===== config.mk =====
export PLATFORM = sky130hd
export DESIGN_NAME = srt_ctrl
export DESIGN_NICKNAME = d
export VERILOG_FILES = /design/src/include/srt_pkg.sv /design/src/include/srt_tmr_if.sv /design/src/design/srt_blank_tmr.sv /design/src/design/srt_ctrl.sv /design/src/design/srt_sync2.sv
export SDC_FILE = /design/constraint.sdc
export NUM_CORES = 1
export LEC_CHECK = 0
export BUFFER_PORTS_ARGS = -buffer_cell sky130_fd_sc_hd__buf_4
export CORE_MARGIN = 5
export CORE_UTILIZATION = 45
export CTS_CLUSTER_DIAMETER = 40
export DETAILED_ROUTE_END_ITERATION = 6
export PLACE_DENSITY = 0.62
export SLEW_MARGIN = 20
export SYNTH_ARGS = -nofsm -noshare
export SYNTH_HDL_FRONTEND = slang
export SYNTH_SLANG_ARGS = --single-unit

===== constraint.sdc =====
create_clock -name CLK -period 2.85 [get_ports CLK]
set_clock_uncertainty 0.1 [all_clocks]
set_input_delay 0.1425 -clock CLK [delete_from_list [all_inputs] [get_ports CLK]]
set_output_delay 0.1425 -clock CLK [all_outputs]
set_load 0.02 [all_outputs]

===== src/include/srt_pkg.sv =====
/*
  Package for the synchronous-rectifier trigger and blanking controller: timing
  constants, blanking-configuration widths and the drive state encoding.
  Assumes a 250 MHz clock.
*/
package srt_pkg;
  localparam int CLK_PERIOD_PS = 4000;
  // trigger edge to gate off, typical
  localparam int TRIG_OFF_DELAY_PS = 12000;
  localparam int TRIG_OFF_CYC      = (TRIG_OFF_DELAY_PS / CLK_PERIOD_PS) < 1 ? 1 :
                                     (TRIG_OFF_DELAY_PS / CLK_PERIOD_PS);
  // standby entry: disable held high longer than this
  localparam int STBY_ENTRY_US  = 100;
  localparam int STBY_ENTRY_CYC = (STBY_ENTRY_US * 1000000) / CLK_PERIOD_PS;
  // wake-up recovery after disable falls, longest
  localparam int WAKE_NS  = 500;
  localparam int WAKE_CYC = (WAKE_NS * 1000) / CLK_PERIOD_PS;
  // blanking = slope * setting + offset, all in cycles
  localparam int CFG_W    = 12;
  localparam int BLANK_W  = 16;
  localparam int TON_OFFSET_CYC  = 12;
  localparam int TOFF_OFFSET_CYC = 14;
  localparam int TON_SLOPE       = 1;
  localparam int TOFF_SLOPE      = 1;
  localparam int STBY_W = 16;
  localparam int WAKE_W = 8;
  localparam logic [CFG_W-1:0] TON_CFG_RST  = 12'h000;
  localparam logic [CFG_W-1:0] TOFF_CFG_RST = 12'h000;

  typedef enum logic [2:0] {
    SRT_OFF_BLANK = 3'b000,
    SRT_ARMED     = 3'b001,
    SRT_ON_BLANK  = 3'b010,
    SRT_ON        = 3'b011,
    SRT_WAIT_CYC  = 3'b100,
    SRT_STANDBY   = 3'b101,
    SRT_WAKE      = 3'b110
  } srt_state_t;
endpackage


===== src/include/srt_tmr_if.sv =====
/*
  Interface joining the controller to its blanking timers: a load strobe with
  a length, and a running flag back.
  Assumes all users share the controller clock.
*/
`timescale 1ns/1ps
interface srt_tmr_if;
  import srt_pkg::*;
  logic               load;
  logic [BLANK_W-1:0] len;
  logic               busy;
  modport ctrl (output load, output len, input busy);
  modport tmr  (input load, input len, output busy);
endinterface


===== src/design/srt_blank_tmr.sv =====
/*
  Blanking down-counter: loaded with a length, busy until it runs out.
  Assumes length is at least one cycle.
*/
`timescale 1ns/1ps
module srt_blank_tmr
  import srt_pkg::*;
(
  input wire logic CLK,
  input wire logic RST_N,
  srt_tmr_if.tmr   t
);
  logic [BLANK_W-1:0] cnt_q;

  always_ff @(posedge CLK or negedge RST_N) begin
    if (!RST_N) begin
      cnt_q <= '0;
    end else if (t.load) begin
      cnt_q <= t.len;
    end else if (cnt_q != '0) begin
      cnt_q <= cnt_q - BLANK_W'(1);
    end
  end

  assign t.busy = (cnt_q != '0);
endmodule


===== src/design/srt_ctrl.sv =====
/*
  Synchronous-rectifier trigger/disable and blanking controller: decides the
  gate-drive level from the two current-sense comparator bits and the
  trigger/disable level, with minimum on and off blanking and standby.
  Assumes comparator and trigger inputs arrive asynchronously as logic levels
  and that the blanking settings are quasi-static straps.
*/
`timescale 1ns/1ps
module srt_ctrl
(
  input  wire logic                    CLK,
  input  wire logic                    RST_N,
  input  wire logic                    CS_BELOW_ON,
  input  wire logic                    CS_ABOVE_OFF,
  input  wire logic                    TRIG,
  input  wire logic [srt_pkg::CFG_W-1:0] TON_CFG,
  input  wire logic [srt_pkg::CFG_W-1:0] TOFF_CFG,
  output logic                         GATE_DRV,
  output logic                         STANDBY,
  output logic                         DISABLED
);
  import srt_pkg::*;

  logic cs_on_s, cs_off_s, trig_s, trig_prev_q;
  logic trig_rise;
  srt_state_t st_q, st_d;
  logic [STBY_W-1:0] stby_cnt_q;
  logic [WAKE_W-1:0] wake_cnt_q;
  logic trig_seen_q;
  logic gate_q;
  logic [BLANK_W-1:0] ton_len, toff_len;

  srt_tmr_if ton_if ();
  srt_tmr_if toff_if ();

  srt_sync2 u_sync_on  (.CLK(CLK), .RST_N(RST_N), .d(CS_BELOW_ON),  .q(cs_on_s));
  srt_sync2 u_sync_off (.CLK(CLK), .RST_N(RST_N), .d(CS_ABOVE_OFF), .q(cs_off_s));
  srt_sync2 u_sync_trg (.CLK(CLK), .RST_N(RST_N), .d(TRIG),         .q(trig_s));

  srt_blank_tmr u_ton  (.CLK(CLK), .RST_N(RST_N), .t(ton_if));
  srt_blank_tmr u_toff (.CLK(CLK), .RST_N(RST_N), .t(toff_if));

  // linear in setting; no supply term exists in a digital count
  assign ton_len  = BLANK_W'(TON_SLOPE * int'(TON_CFG) + TON_OFFSET_CYC);
  assign toff_len = BLANK_W'(TOFF_SLOPE * int'(TOFF_CFG) + TOFF_OFFSET_CYC);

  // single-cycle edge on the synchronised level, no filter
  always_ff @(posedge CLK or negedge RST_N) begin
    if (!RST_N) begin
      trig_prev_q <= 1'b0;
    end else begin
      trig_prev_q <= trig_s;
    end
  end
  assign trig_rise = trig_s & ~trig_prev_q;

  // standby entry counter: cleared whenever disable drops
  always_ff @(posedge CLK or negedge RST_N) begin
    if (!RST_N) begin
      stby_cnt_q <= '0;
    end else if (!trig_s) begin
      stby_cnt_q <= '0;
    end else if (stby_cnt_q != STBY_W'(STBY_ENTRY_CYC)) begin
      stby_cnt_q <= stby_cnt_q + STBY_W'(1);
    end
  end

  // wake counter runs only in the wake state
  always_ff @(posedge CLK or negedge RST_N) begin
    if (!RST_N) begin
      wake_cnt_q <= '0;
    end else if (st_q == SRT_WAKE) begin
      wake_cnt_q <= wake_cnt_q + WAKE_W'(1);
    end else begin
      wake_cnt_q <= '0;
    end
  end

  // trigger high seen during the off window marks a covered cycle
  always_ff @(posedge CLK or negedge RST_N) begin
    if (!RST_N) begin
      trig_seen_q <= 1'b0;
    end else if (st_q == SRT_ON_BLANK || st_q == SRT_WAIT_CYC) begin
      // a skipped cycle uses up the mark, else every later cycle is lost
      trig_seen_q <= 1'b0;
    end else if (st_q == SRT_ARMED && trig_s && !cs_on_s) begin
      trig_seen_q <= 1'b1;
    end
  end

  always_comb begin
    st_d         = st_q;
    ton_if.load  = 1'b0;
    ton_if.len   = ton_len;
    toff_if.load = 1'b0;
    toff_if.len  = toff_len;
    case (st_q)
      SRT_OFF_BLANK: begin
        // sense turn-on and trigger both ignored until the off blank runs out
        if (!toff_if.busy) begin
          st_d = trig_s ? SRT_WAIT_CYC : SRT_ARMED;
        end
      end
      SRT_ARMED: begin
        if (stby_cnt_q == STBY_W'(STBY_ENTRY_CYC)) begin
          st_d = SRT_STANDBY;
        end else if (cs_on_s && trig_seen_q) begin
          st_d = SRT_WAIT_CYC;
        end else if (cs_on_s) begin
          // trigger blanked, so a disable cannot end this pulse before the min on-time
          st_d        = SRT_ON_BLANK;
          ton_if.load = 1'b1;
        end
      end
      SRT_ON_BLANK: begin
        // trigger and sense turn-off both ignored until the on blank runs out
        if (!ton_if.busy) begin
          if (trig_s) begin
            st_d         = SRT_OFF_BLANK;
            toff_if.load = 1'b1;
          end else begin
            st_d = SRT_ON;
          end
        end
      end
      SRT_ON: begin
        if (trig_rise || trig_s || cs_off_s) begin
          st_d         = SRT_OFF_BLANK;
          toff_if.load = 1'b1;
        end
      end
      SRT_WAIT_CYC: begin
        // hold off until the sense releases, then a fresh cycle
        if (stby_cnt_q == STBY_W'(STBY_ENTRY_CYC)) begin
          st_d = SRT_STANDBY;
        end else if (!trig_s && !cs_on_s) begin
          st_d = SRT_ARMED;
        end
      end
      SRT_STANDBY: begin
        if (!trig_s) begin
          st_d = SRT_WAKE;
        end
      end
      SRT_WAKE: begin
        if (trig_s) begin
          st_d = SRT_STANDBY;
        end else if (wake_cnt_q >= WAKE_W'(WAKE_CYC - 4)) begin
          st_d = SRT_WAIT_CYC;
        end
      end
      default: st_d = SRT_OFF_BLANK;
    endcase
  end

  always_ff @(posedge CLK or negedge RST_N) begin
    if (!RST_N) begin
      st_q <= SRT_OFF_BLANK;
    end else begin
      st_q <= st_d;
    end
  end

  always_ff @(posedge CLK or negedge RST_N) begin
    if (!RST_N) begin
      gate_q <= 1'b0;
    end else begin
      gate_q <= (st_d == SRT_ON_BLANK) || (st_d == SRT_ON);
    end
  end

  assign GATE_DRV = gate_q;
  assign STANDBY  = (st_q == SRT_STANDBY);
  assign DISABLED = trig_s;

  // cycle counter for the wake bound
  logic [WAKE_W-1:0] since_low_q;
  always_ff @(posedge CLK or negedge RST_N) begin
    if (!RST_N) begin
      since_low_q <= '0;
    end else if (trig_s || !(st_q == SRT_STANDBY || st_q == SRT_WAKE)) begin
      since_low_q <= '0;
    end else begin
      since_low_q <= since_low_q + WAKE_W'(1);
    end
  end

  property p_trig_off;
    @(posedge CLK) disable iff (!RST_N)
      (st_q == SRT_ON && trig_rise) |=> !GATE_DRV;
  endproperty
  a_trig_off: assert property (p_trig_off) else $error("gate not off after trigger");

  property p_disable_off;
    @(posedge CLK) disable iff (!RST_N)
      (st_q == SRT_ON && trig_s) |=> (st_q == SRT_OFF_BLANK);
  endproperty
  a_disable_off: assert property (p_disable_off) else $error("disable did not stop gate");

  property p_sense_off;
    @(posedge CLK) disable iff (!RST_N)
      (st_q == SRT_ON && cs_off_s) |=> (!GATE_DRV && toff_if.busy);
  endproperty
  a_sense_off: assert property (p_sense_off) else $error("sense off missed");

  property p_on_blank;
    @(posedge CLK) disable iff (!RST_N)
      $rose(GATE_DRV) |-> GATE_DRV[*8];
  endproperty
  a_on_blank: assert property (p_on_blank) else $error("on blank cut short");

  property p_off_blank;
    @(posedge CLK) disable iff (!RST_N)
      $fell(GATE_DRV) |-> !GATE_DRV[*8];
  endproperty
  a_off_blank: assert property (p_off_blank) else $error("off blank cut short");

  property p_turn_on;
    @(posedge CLK) disable iff (!RST_N)
      (st_q == SRT_ARMED && cs_on_s && !trig_seen_q && stby_cnt_q != STBY_W'(STBY_ENTRY_CYC))
      |=> (GATE_DRV && ton_if.busy);
  endproperty
  a_turn_on: assert property (p_turn_on) else $error("gate not on at sense");

  property p_standby_off;
    @(posedge CLK) disable iff (!RST_N)
      STANDBY |-> !GATE_DRV;
  endproperty
  a_standby_off: assert property (p_standby_off) else $error("gate on in standby");

  property p_stby_clear;
    @(posedge CLK) disable iff (!RST_N)
      (!trig_s) |=> (stby_cnt_q == '0);
  endproperty
  a_stby_clear: assert property (p_stby_clear) else $error("standby count kept");

  property p_wake;
    @(posedge CLK) disable iff (!RST_N)
      since_low_q <= WAKE_W'(WAKE_CYC);
  endproperty
  a_wake: assert property (p_wake) else $error("wake too slow");

  property p_last_pulse;
    @(posedge CLK) disable iff (!RST_N)
      (st_q == SRT_ON_BLANK && !ton_if.busy && trig_s) |=> !GATE_DRV;
  endproperty
  a_last_pulse: assert property (p_last_pulse) else $error("last pulse too long");

  property p_trig_blanked;
    @(posedge CLK) disable iff (!RST_N)
      (st_q == SRT_ON_BLANK && ton_if.busy && trig_s) |=> GATE_DRV;
  endproperty
  a_trig_blanked: assert property (p_trig_blanked) else $error("trigger not blanked");

  property p_covered_skip;
    @(posedge CLK) disable iff (!RST_N)
      (st_q == SRT_ARMED && cs_on_s && trig_seen_q && stby_cnt_q != STBY_W'(STBY_ENTRY_CYC))
      |=> (!GATE_DRV && st_q == SRT_WAIT_CYC);
  endproperty
  a_covered_skip: assert property (p_covered_skip) else $error("covered cycle not skipped");

  property p_seen_clear;
    @(posedge CLK) disable iff (!RST_N)
      (st_q == SRT_WAIT_CYC) |=> !trig_seen_q;
  endproperty
  a_seen_clear: assert property (p_seen_clear) else $error("skip mark kept");

  property p_wait_no_gate;
    @(posedge CLK) disable iff (!RST_N)
      (st_q == SRT_WAIT_CYC && cs_on_s) |=> !GATE_DRV;
  endproperty
  a_wait_no_gate: assert property (p_wait_no_gate) else $error("gate on while diode conducts");

  property p_standby_entry;
    @(posedge CLK) disable iff (!RST_N)
      (st_q == SRT_ARMED && stby_cnt_q == STBY_W'(STBY_ENTRY_CYC)) |=> STANDBY;
  endproperty
  a_standby_entry: assert property (p_standby_entry) else $error("standby not entered");

  property p_stby_sat;
    @(posedge CLK) disable iff (!RST_N)
      stby_cnt_q <= STBY_W'(STBY_ENTRY_CYC);
  endproperty
  a_stby_sat: assert property (p_stby_sat) else $error("standby count overran");

  c_cycle:   cover property (@(posedge CLK) disable iff (!RST_N) $rose(GATE_DRV));
  c_trig:    cover property (@(posedge CLK) disable iff (!RST_N) st_q == SRT_ON && trig_rise);
  c_standby: cover property (@(posedge CLK) disable iff (!RST_N) $rose(STANDBY));
  c_wake:    cover property (@(posedge CLK) disable iff (!RST_N) $fell(STANDBY));
  c_skip:    cover property (@(posedge CLK) disable iff (!RST_N) st_q == SRT_WAIT_CYC && trig_seen_q);
endmodule


===== src/design/srt_sync2.sv =====
/*
  Two-stage synchroniser for one level from outside the clock domain.
  Assumes the input is a plain pin level.
*/
`timescale 1ns/1ps
module srt_sync2 (
  input  wire logic CLK,
  input  wire logic RST_N,
  input  wire logic d,
  output logic      q
);
  logic meta_q;

  always_ff @(posedge CLK or negedge RST_N) begin
    if (!RST_N) begin
      meta_q <= 1'b0;
      q      <= 1'b0;
    end else begin
      meta_q <= d;
      q      <= meta_q;
    end
  end
endmodule


After elaboration in Yosys (flattened, before gate mapping)
Cells that the tools add are included.
{ "word_totals": {"ff_bits": 68, "out_inout_bits": 3} }
{ "classes": {"add_sub_neg": 6, "magnitude_cmp": 1, "eq_ne": 11, "muxes": 31, "bitwise_logic": 2, "reduce_logical": 16} }
{ "ops": {"columns": ["op", "count"], "rows": [
  ["two-way mux 16 bit", 6],
  ["two-way mux 3 bit", 12],
  ["nonzero test 16 bit", 2],
  ["subtractor 16 x 1 -> 16 bit, second input constant", 2],
  ["adder 12 x 4 -> 13 bit, second input constant", 2],
  ["one-hot mux 3 bit (7 select lines)", 1],
  ["adder 16 x 1 -> 16 bit, second input constant", 1],
  ["== test 16 x 15 -> 1 bit, second input constant", 1],
  ["inequality test 16 x 15 -> 1 bit, second input constant", 1],
  ["== test 3 x 2 -> 1 bit, second input constant", 4],
  ["== test 3 bit, second input constant", 3],
  ["two-way mux 1 bit", 9],
  ["adder 8 x 1 -> 8 bit, second input constant", 1],
  [">= comparator 8 x 7 -> 1 bit, second input constant", 1],
  ["two-way mux 8 bit", 1],
  ["nonzero test 2 bit", 3],
  ["logical AND 1 bit", 4],
  ["logical OR 1 bit", 4],
  ["== test 3 x 1 -> 1 bit, second input constant", 1],
  ["zero test 3 bit", 1],
  ["zero test 1 bit", 2],
  ["two-way mux 2 bit", 1],
  ["inequality test 2 bit, second input constant", 1],
  ["one-hot mux 1 bit (2 select lines)", 1],
  ["other kinds (2)", 2]
]} }

Depth between registers and ports, before layout
Gate-level depths: netlist (run 1).
{ "depth": {"word_depth": 8, "ltp_mapped": 7, "mapped_depth_nobuf": 6} }

By module
From an unflattened synthesis (run 1), not the netlist that was laid out.
{ "hier_totals": {"cells_unflattened": 441, "hier_area_um2": 4124.0} }
{ "by_module_without_submodules": {"columns": ["module", "instances", "cells_per_inst", "area_per_inst_um2", "seq_area_each_um2"], "rows": [
  ["srt_blank_tmr", 2, 105, 1007.2, 400.4],
  ["srt_ctrl", 1, 225, 1959.4, 725.7],
  ["srt_sync2", 3, 2, 50.0, 50.0]
]} }

Worst setup path after synthesis (run 1)
Ideal clock, no wire load.
{ "synth_path": {"path_type": "reg2reg", "startpoint": "reg u_toff.cnt_q[0]", "endpoint": "reg u_toff.cnt_q[10]", "setup_time_ps": 126, "arrival_time_ps": 1850, "slack_ps": 774, "path_stages_with_launch": 8, "synth_period_minus_slack_ps": 2076, "cell_sequence": "dfrtp_1 > inv_1 > ha_1 > or3b_1 > buf_2 > or4_1 > mux2i_1 > mux2i_1"} }
{ "synth_between": {"elab_chain_cells": 3} }
{ "synth_lines": {"columns": ["element", "line_no", "text"], "rows": [
  ["from (decl)", "srt_blank_tmr.sv:13", "logic [BLANK_W-1:0] cnt_q;"],
  ["from (signal assigned)", "srt_blank_tmr.sv:19", "cnt_q <= t.len;"],
  ["from (signal assigned)", "srt_blank_tmr.sv:21", "cnt_q <= cnt_q - BLANK_W'(1);"],
  ["subtractor 16 x 1 -> 16 bit", "srt_blank_tmr.sv:21", null],
  ["two-way mux 16 bit", "srt_blank_tmr.sv:20", "end else if (cnt_q != '0) begin"],
  ["two-way mux 16 bit", "srt_blank_tmr.sv:18", "end else if (t.load) begin"]
]} }
Parallel ways exist; a longest one is shown, timed or not. The select of a mux whose other input is x is not followed.
A chain may end at the register's enable or synchronous reset.

Worst setup path after layout (run 1)
{ "layout_path": {"startpoint": "reg u_ton.cnt_q[1]", "endpoint": "reg u_toff.cnt_q[5]"} }
{ "layout_between": {"elab_chain_cells": 4} }
{ "layout_lines": {"columns": ["element", "line_no", "text"], "rows": [
  ["from (decl)", "srt_blank_tmr.sv:13", null],
  ["from (signal assigned)", "srt_blank_tmr.sv:19", null],
  ["from (signal assigned)", "srt_blank_tmr.sv:21", null],
  ["nonzero test 16 bit *", "srt_blank_tmr.sv:25", "assign t.busy = (cnt_q != '0);"],
  ["two-way mux 1 bit *", "srt_ctrl.sv:117", "if (!ton_if.busy) begin"],
  ["one-hot mux 1 bit (2 select lines) *", "srt_ctrl.sv:97", "case (st_q)"],
  ["two-way mux 16 bit / nonzero test 2 bit (equally long branches)", null, null]
]} }
Every way passes the cells marked *; elsewhere a longest branch is shown, timed or not.

==> flow_summary.toml, run 1 <==
[synthesis]
ys_types = 69
synth_seq_cells = 67
ys.flop_type = "dfrtp_1"
yosys_warnings = 0
syn_inst = 423
synth-async-reset-ratio = 1.000
yosysTopAreaCellShare = 0.4064
yosys.area.top_type = "dfrtp_1"
synth_area_leaders = "dfrtp_1, mux2i_1, xnor2_1, a21oi_1, nor2_1"
ys_seq_area_frac = 0.4064
synth_nets = 462
syn_area_mm2 = 0.004125
synth_edf_count = 0
syn_avg_cell_area_um2 = 9.752

[sta]
rsz0062_at_grt = "no"
holdWs_ps = 18.16
setup_tns_ps = 0
setup_viol = 0
post-route-period-util = 0.8053
worst_pin_slew_ps = 838.3
fin_crit_ps = 2295
slew_headroom = 0.4411
hold_violations = 0
max_freq_ghz = 0.4357
slew_violations = 0

[worst_setup_path]
rr_endpoint = "u_toff.cnt_q[5]"
end_kind = "flip-flop"
cp_cell_sequence = "inv_1 > ha_1 > nor4b_4 > nand4_4 > o21ai_4 > buf_4 > mux2i_1"
rrSetupSlack_ps = 550
cp_slowest_cell = "dfrtp_1"
worst-setup-path-type = "flip-flop to flip-flop"
r2r_start = "u_ton.cnt_q[1]"
cp.arrival_ps = 2470
cpPeakStageDelay_ps = 410
worst-endpoint-required_ps = 3020
r2r_cells = 7
start_kind = "flip-flop"
crit_start = "u_ton.cnt_q[1]"
endpoint = "u_toff.cnt_q[5]"
cp_max_fo = 10

[pwr]
clock_power_share = 0.355
p_leak_nw = 1.935
finalPower_mw = 2.322
switching_power_mw = 0.7041
p_comb_frac = 0.162
swShare = 0.3032
seqPwrFrac = 0.483
worst_ir_drop_vdd_v = 0.0002327
p_per_area_mw_per_mm2 = 478.5
power.internal_mw = 1.618

[worst_hold_path]
whs_path_depth = 3
min_path_type = "primary input to flip-flop"

[die]
floorplan.die_area_mm2 = 0.01118
coreArea_mm2 = 0.009109
ios = 32
die_h_um = 105.7
rows = 35
fp.dieW_um = 105.7
initial_core_util = 0.4529

[clocking]
cts-root-buf = "clkbuf_8"
clockBufferDepth = 2
htreeDepth = 3
cts_buffers = 9
post_cts_resized = 0
cts_setup_buffers = 0
clkTransAtPathRegs_ps = 80
holdBufCountCts = 17
cts_sinks = 67
clkLatencyLatePin_ps = 360
tritoncts = "yes"

[placed_design]
post_dp_cell_area_mm2 = 0.004477
hpwl_um = 6440
place_congestion = 0.8423
io_buffers = 31

[finish]
final_nets = 515
drive_gt1_frac = 0.1518
final_area_mm2 = 0.004853
layout_common_cells = "dfrtp_1, buf_4, nor2_1"
fillers = 837
insertedDiodeCount = 0
fin_util = 0.5328
final_common_cell = "dfrtp_1"
area_growth_pct = 17.65

[outcome]
run_status = "completed"

[job]
max-cap-violations = 0

[drt]
antenna_left = 0
drt_wl_total_um = 9047
vias = 3399
vias_per_cell = 5.742
wl_per_cell_um = 15.28
drt_iter0_markers = 141
drt-pass1-iter-count = 6
drc = 0

[grt]
grt_pass1_wl_um = 15550
grt_overflow_total = 0
gr-usage-all-layers = 0.1693
grt_max_degree = 68
antenna_found_initial = 0
grt_pass1_vias = 3291
==> power by group through the flow <==
stage	registers [mW]	logic, mW	clock network [mW]
3_3_place_gp	1.13	0.349	0
6_report	1.12	0.376	0.826
4_1_cts	1.12	0.378	0.848
2_1_floorplan	1.12	0.230	0
3_5_place_dp	1.14	0.356	0
5_1_grt	1.13	0.423	0.887
==> stage by stage <==
step,worst slack [ps],instances
2_1_floorplan,774.3,423
3_3_place_gp,642.0,559
3_5_place_dp,557.8,559
4_1_cts,552.8,592
5_1_grt,392.1,592
6_report,554.8,592
==> worst max-delay path: cells and delay by family, from the launching register on <==
kind	cells	cell delay (ps)
buffers and inverters	2	390
AOI/OAI and AO/OA	1	330
DFF	1	410
adders and majority gates	1	150
and+or+nand+nor	2	610
muxes	1	220
==> final cells by class <==
class	instances	area, um^2	area share
Clock inverter	7	82.58	0.01701
Inverter	21	78.83	0.01624
Multi-Input combinational cell	324	2312	0.4764
Timing Repair Buffer	53	440.4	0.09075
Tap cell	111	138.9	0.02862
Sequential cell	67	1677	0.3455
Clock buffer	9	123.9	0.02552
==> how the worst min path moves through the flow <==
stage	start	slack, ps	endpoint
2_1_floorplan	RST_N	-250	GATE_DRV
3_3_place_gp	TRIG	150	u_sync_trg.meta_q
3_5_place_dp	TRIG	150	u_sync_trg.meta_q
4_1_cts	TOFF_CFG[8]	8	u_toff.cnt_q[8]
5_1_grt	TOFF_CFG[8]	20	u_toff.cnt_q[8]
6_report	TOFF_CFG[10]	20	u_toff.cnt_q[10]
==> synthesized netlist by cell type (all sizes together), types with 2 or more instances <==
cell type	count
ha	10
nand3b	5
nor2b	2
nor4bb	2
and2	3
nand3	17
xor2	14
nor3	22
nor3b	6
or3b	2
o21ai	18
mux2	3
o31ai	4
or2	4
a22oi	2
nor4b	3
and4	2
mux2i	22
inv	20
nand4	13
o31a	6
o211ai	4
or3	7
and3	3
nand2	17
a21oi	27
o41ai	3
xnor2	25
a31oi	5
nor4	11
clkbuf	4
or4	9
nor2	35
buf	7
dfrtp	67
==> registers in the layout, summed over array words and instances, names as in the netlist <==
signal             flops
u_sync_off.q           1
u_toff.cnt_q          16
u_sync_off.meta_q      1
u_sync_trg.q           1
u_sync_on.meta_q       1
u_sync_trg.meta_q      1
st_q                   3
wake_cnt_q             8
GATE_DRV               1
u_sync_on.q            1
stby_cnt_q            16
trig_seen_q            1
u_ton.cnt_q           16
==> routing by layer <==
layer	wire (um)	GRT usage
met1	4122	0.2162
met2	4454	0.2855
met3	263	0.03429
met4	206	0.05828
met5	0	0
==> logic make-up after synthesis <==
| family | synth area share |
|---|---|
| compound gates | 0.1295 |
| flops | 0.4064 |
| mux | 0.06157 |
| fa+ha+maj | 0.03033 |
| buf+inv | 0.03306 |
| simple gates | 0.2563 |
| xor+xnor | 0.08280 |
No activity file was read; power rests on OpenSTA's default activity.
==> inputs of run 2 (changes only) <==
--- a/config.mk
+++ b/config.mk
@@ -10,7 +10,7 @@
 export CORE_UTILIZATION = 45
 export CTS_CLUSTER_DIAMETER = 40
 export DETAILED_ROUTE_END_ITERATION = 6
-export PLACE_DENSITY = 0.62
+export PLACE_DENSITY = 0.64
 export SLEW_MARGIN = 20
 export SYNTH_ARGS = -nofsm -noshare
 export SYNTH_HDL_FRONTEND = slang
==> constraint.sdc (replaced) <==
create_clock -name CLK -period 1.9 [get_ports CLK]
set_clock_uncertainty 0.1 [all_clocks]
set_input_delay 0.095 -clock CLK [delete_from_list [all_inputs] [get_ports CLK]]
set_output_delay 0.095 -clock CLK [all_outputs]
set_load 0.02 [all_outputs]
==> flow_summary.toml, run 2 (synthesis gave the netlist of run 1 again) <==
[drt]
drt-pass1-iter-count = 4
vias_per_cell = 5.500
drc = 0
drt_wl_total_um = 10060
antenna_left = 0
vias = 3718
wl_per_cell_um = 14.87
drt_iter0_markers = 100

[worst_setup_path]
worst-setup-path-type = "flip-flop to flip-flop"
r2r_cells = 6
start_kind = "flip-flop"
rrSetupSlack_ps = -90
worst-endpoint-required_ps = 2020
end_kind = "flip-flop"
endpoint = "u_toff.cnt_q[10]"
cp.arrival_ps = 2100
rr_endpoint = "u_toff.cnt_q[10]"
crit_start = "u_toff.cnt_q[1]"
cp_max_fo = 4
r2r_start = "u_toff.cnt_q[1]"

[sta]
fin_ws_ps = -85.74
fin_crit_ps = 1986
setup_viol = 2
slew_headroom = 0.6146
max_freq_ghz = 0.5036
slew_violations = 0
worst_pin_slew_ps = 573.6
hold_violations = 0
holdWs_ps = 16.89
rsz0062_at_grt = "yes"
post-route-period-util = 1.045

[die]
fp.dieW_um = 105.7
rows = 35
initial_core_util = 0.4529
die_h_um = 105.7
ios = 32
coreArea_mm2 = 0.009109
floorplan.die_area_mm2 = 0.01118

[grt]
grt_overflow_total = 0
grt_pass1_wl_um = 16950
grt_max_degree = 35
antenna_found_initial = 0
gr-usage-all-layers = 0.1833
grt_pass1_vias = 3672

[pwr]
p_comb_frac = 0.214
power.internal_mw = 3.017
finalPower_mw = 4.116
swShare = 0.2671
worst_ir_drop_vdd_v = 0.0004303
seqPwrFrac = 0.400
p_leak_nw = 2.438
switching_power_mw = 1.100
clock_power_share = 0.386
p_per_area_mw_per_mm2 = 711.2

[outcome]
run_status = "finished, violations left"
violations = "setup timing"

[finish]
insertedDiodeCount = 0
final_common_cell = "buf_4"
drive_gt1_frac = 0.3204
final_area_mm2 = 0.005788
area_growth_pct = 40.31
layout_common_cells = "buf_4, dfrtp_1, nor2_1"
reg_top3 = "stby_cnt_q: 16 flops, u_toff.cnt_q: 16 flops, u_ton.cnt_q: 16 flops"
final_nets = 599

[clocking]
htreeDepth = 3
clkLatencyLatePin_ps = 340
cts_buffers = 9
clkTransAtPathRegs_ps = 80
cts_sinks = 67
cts-root-buf = "clkbuf_8"
clockBufferDepth = 2
tritoncts = "yes"

[placed_design]
post_dp_cell_area_mm2 = 0.005005
hpwl_um = 7101
place_congestion = 0.8815
dp_slack_ps = -103.0
io_buffers = 31

[worst_hold_path]
min_path_type = "primary input to flip-flop"
whs_path_depth = 4

[job]
max-cap-violations = 0
-- run 2: cell type report --
class / instances / area (um^2)
fillers: 749 / 3321
inverters: 21 / 78.83
well taps: 111 / 138.9
flip-flops and latches: 67 / 1677
clock inverters: 6 / 136.4
repair buffers: 137 / 1141
clock buffers: 10 / 127.6
multi-input cells: 324 / 2489
-- run 2: layer usage --
metal	wire length (um)	vias up	GRT usage
li1	-	1847	-
met4	252	0	0.06568
met5	0	-	0
met2	4986	57	0.3046
met1	4574	1792	0.2423
met3	241	22	0.02817
-- run 2: worst min path at each step --
stage | slack, ps | end | from
after detailed placement | -10 | wake_cnt_q[2] | RST_N
after floorplan | -300 | GATE_DRV | RST_N
final | 20 | u_toff.cnt_q[2] | TOFF_CFG[2]
after CTS | 10 | u_toff.cnt_q[2] | TOFF_CFG[2]
after global placement | -8 | wake_cnt_q[2] | RST_N
after global routing | 30 | u_ton.cnt_q[3] | TON_CFG[3]
-- run 2: timing repair --
item / in CTS / in global routing
hold endpoints to repair: 57 / 0
hold buffers: 23 / 0
gates resized for setup: 9 / 33
pin swaps: 7 / 15
endpoints found under the setup margin: 17 / 36
buffers inserted: 8 / 9
-- run 2: metrics by stage --
stage | setup TNS [ps] | cells | utilization
after floorplan | -448.8 | 423 | -
after CTS | -81.12 | 668 | 0.6143
after global placement | -100.6 | 621 | 0.5495
after detailed placement | -328.7 | 621 | 0.5495
final | -88.90 | 676 | 0.6354
after global routing | -1474 | 676 | 0.6354
-- run 2: power groups by stage --
stage / Sequential (mW) / Clock [mW] / Combinational [mW]
after floorplan: 1.68 / 0 / 0.358
after global placement: 1.67 / 0 / 0.709
final: 1.65 / 1.59 / 0.879
after CTS: 1.64 / 1.61 / 0.799
after global routing: 1.66 / 1.68 / 0.956
after detailed placement: 1.67 / 0 / 0.732
-- run 2: critical path, cell delays in order (launching register included) --
cell and delay [ps]:
dfrtp_1 400, inv_2 90, ha_4 140, or3b_4 410, or4_4 490, mux2i_1 160, mux2i_1 80
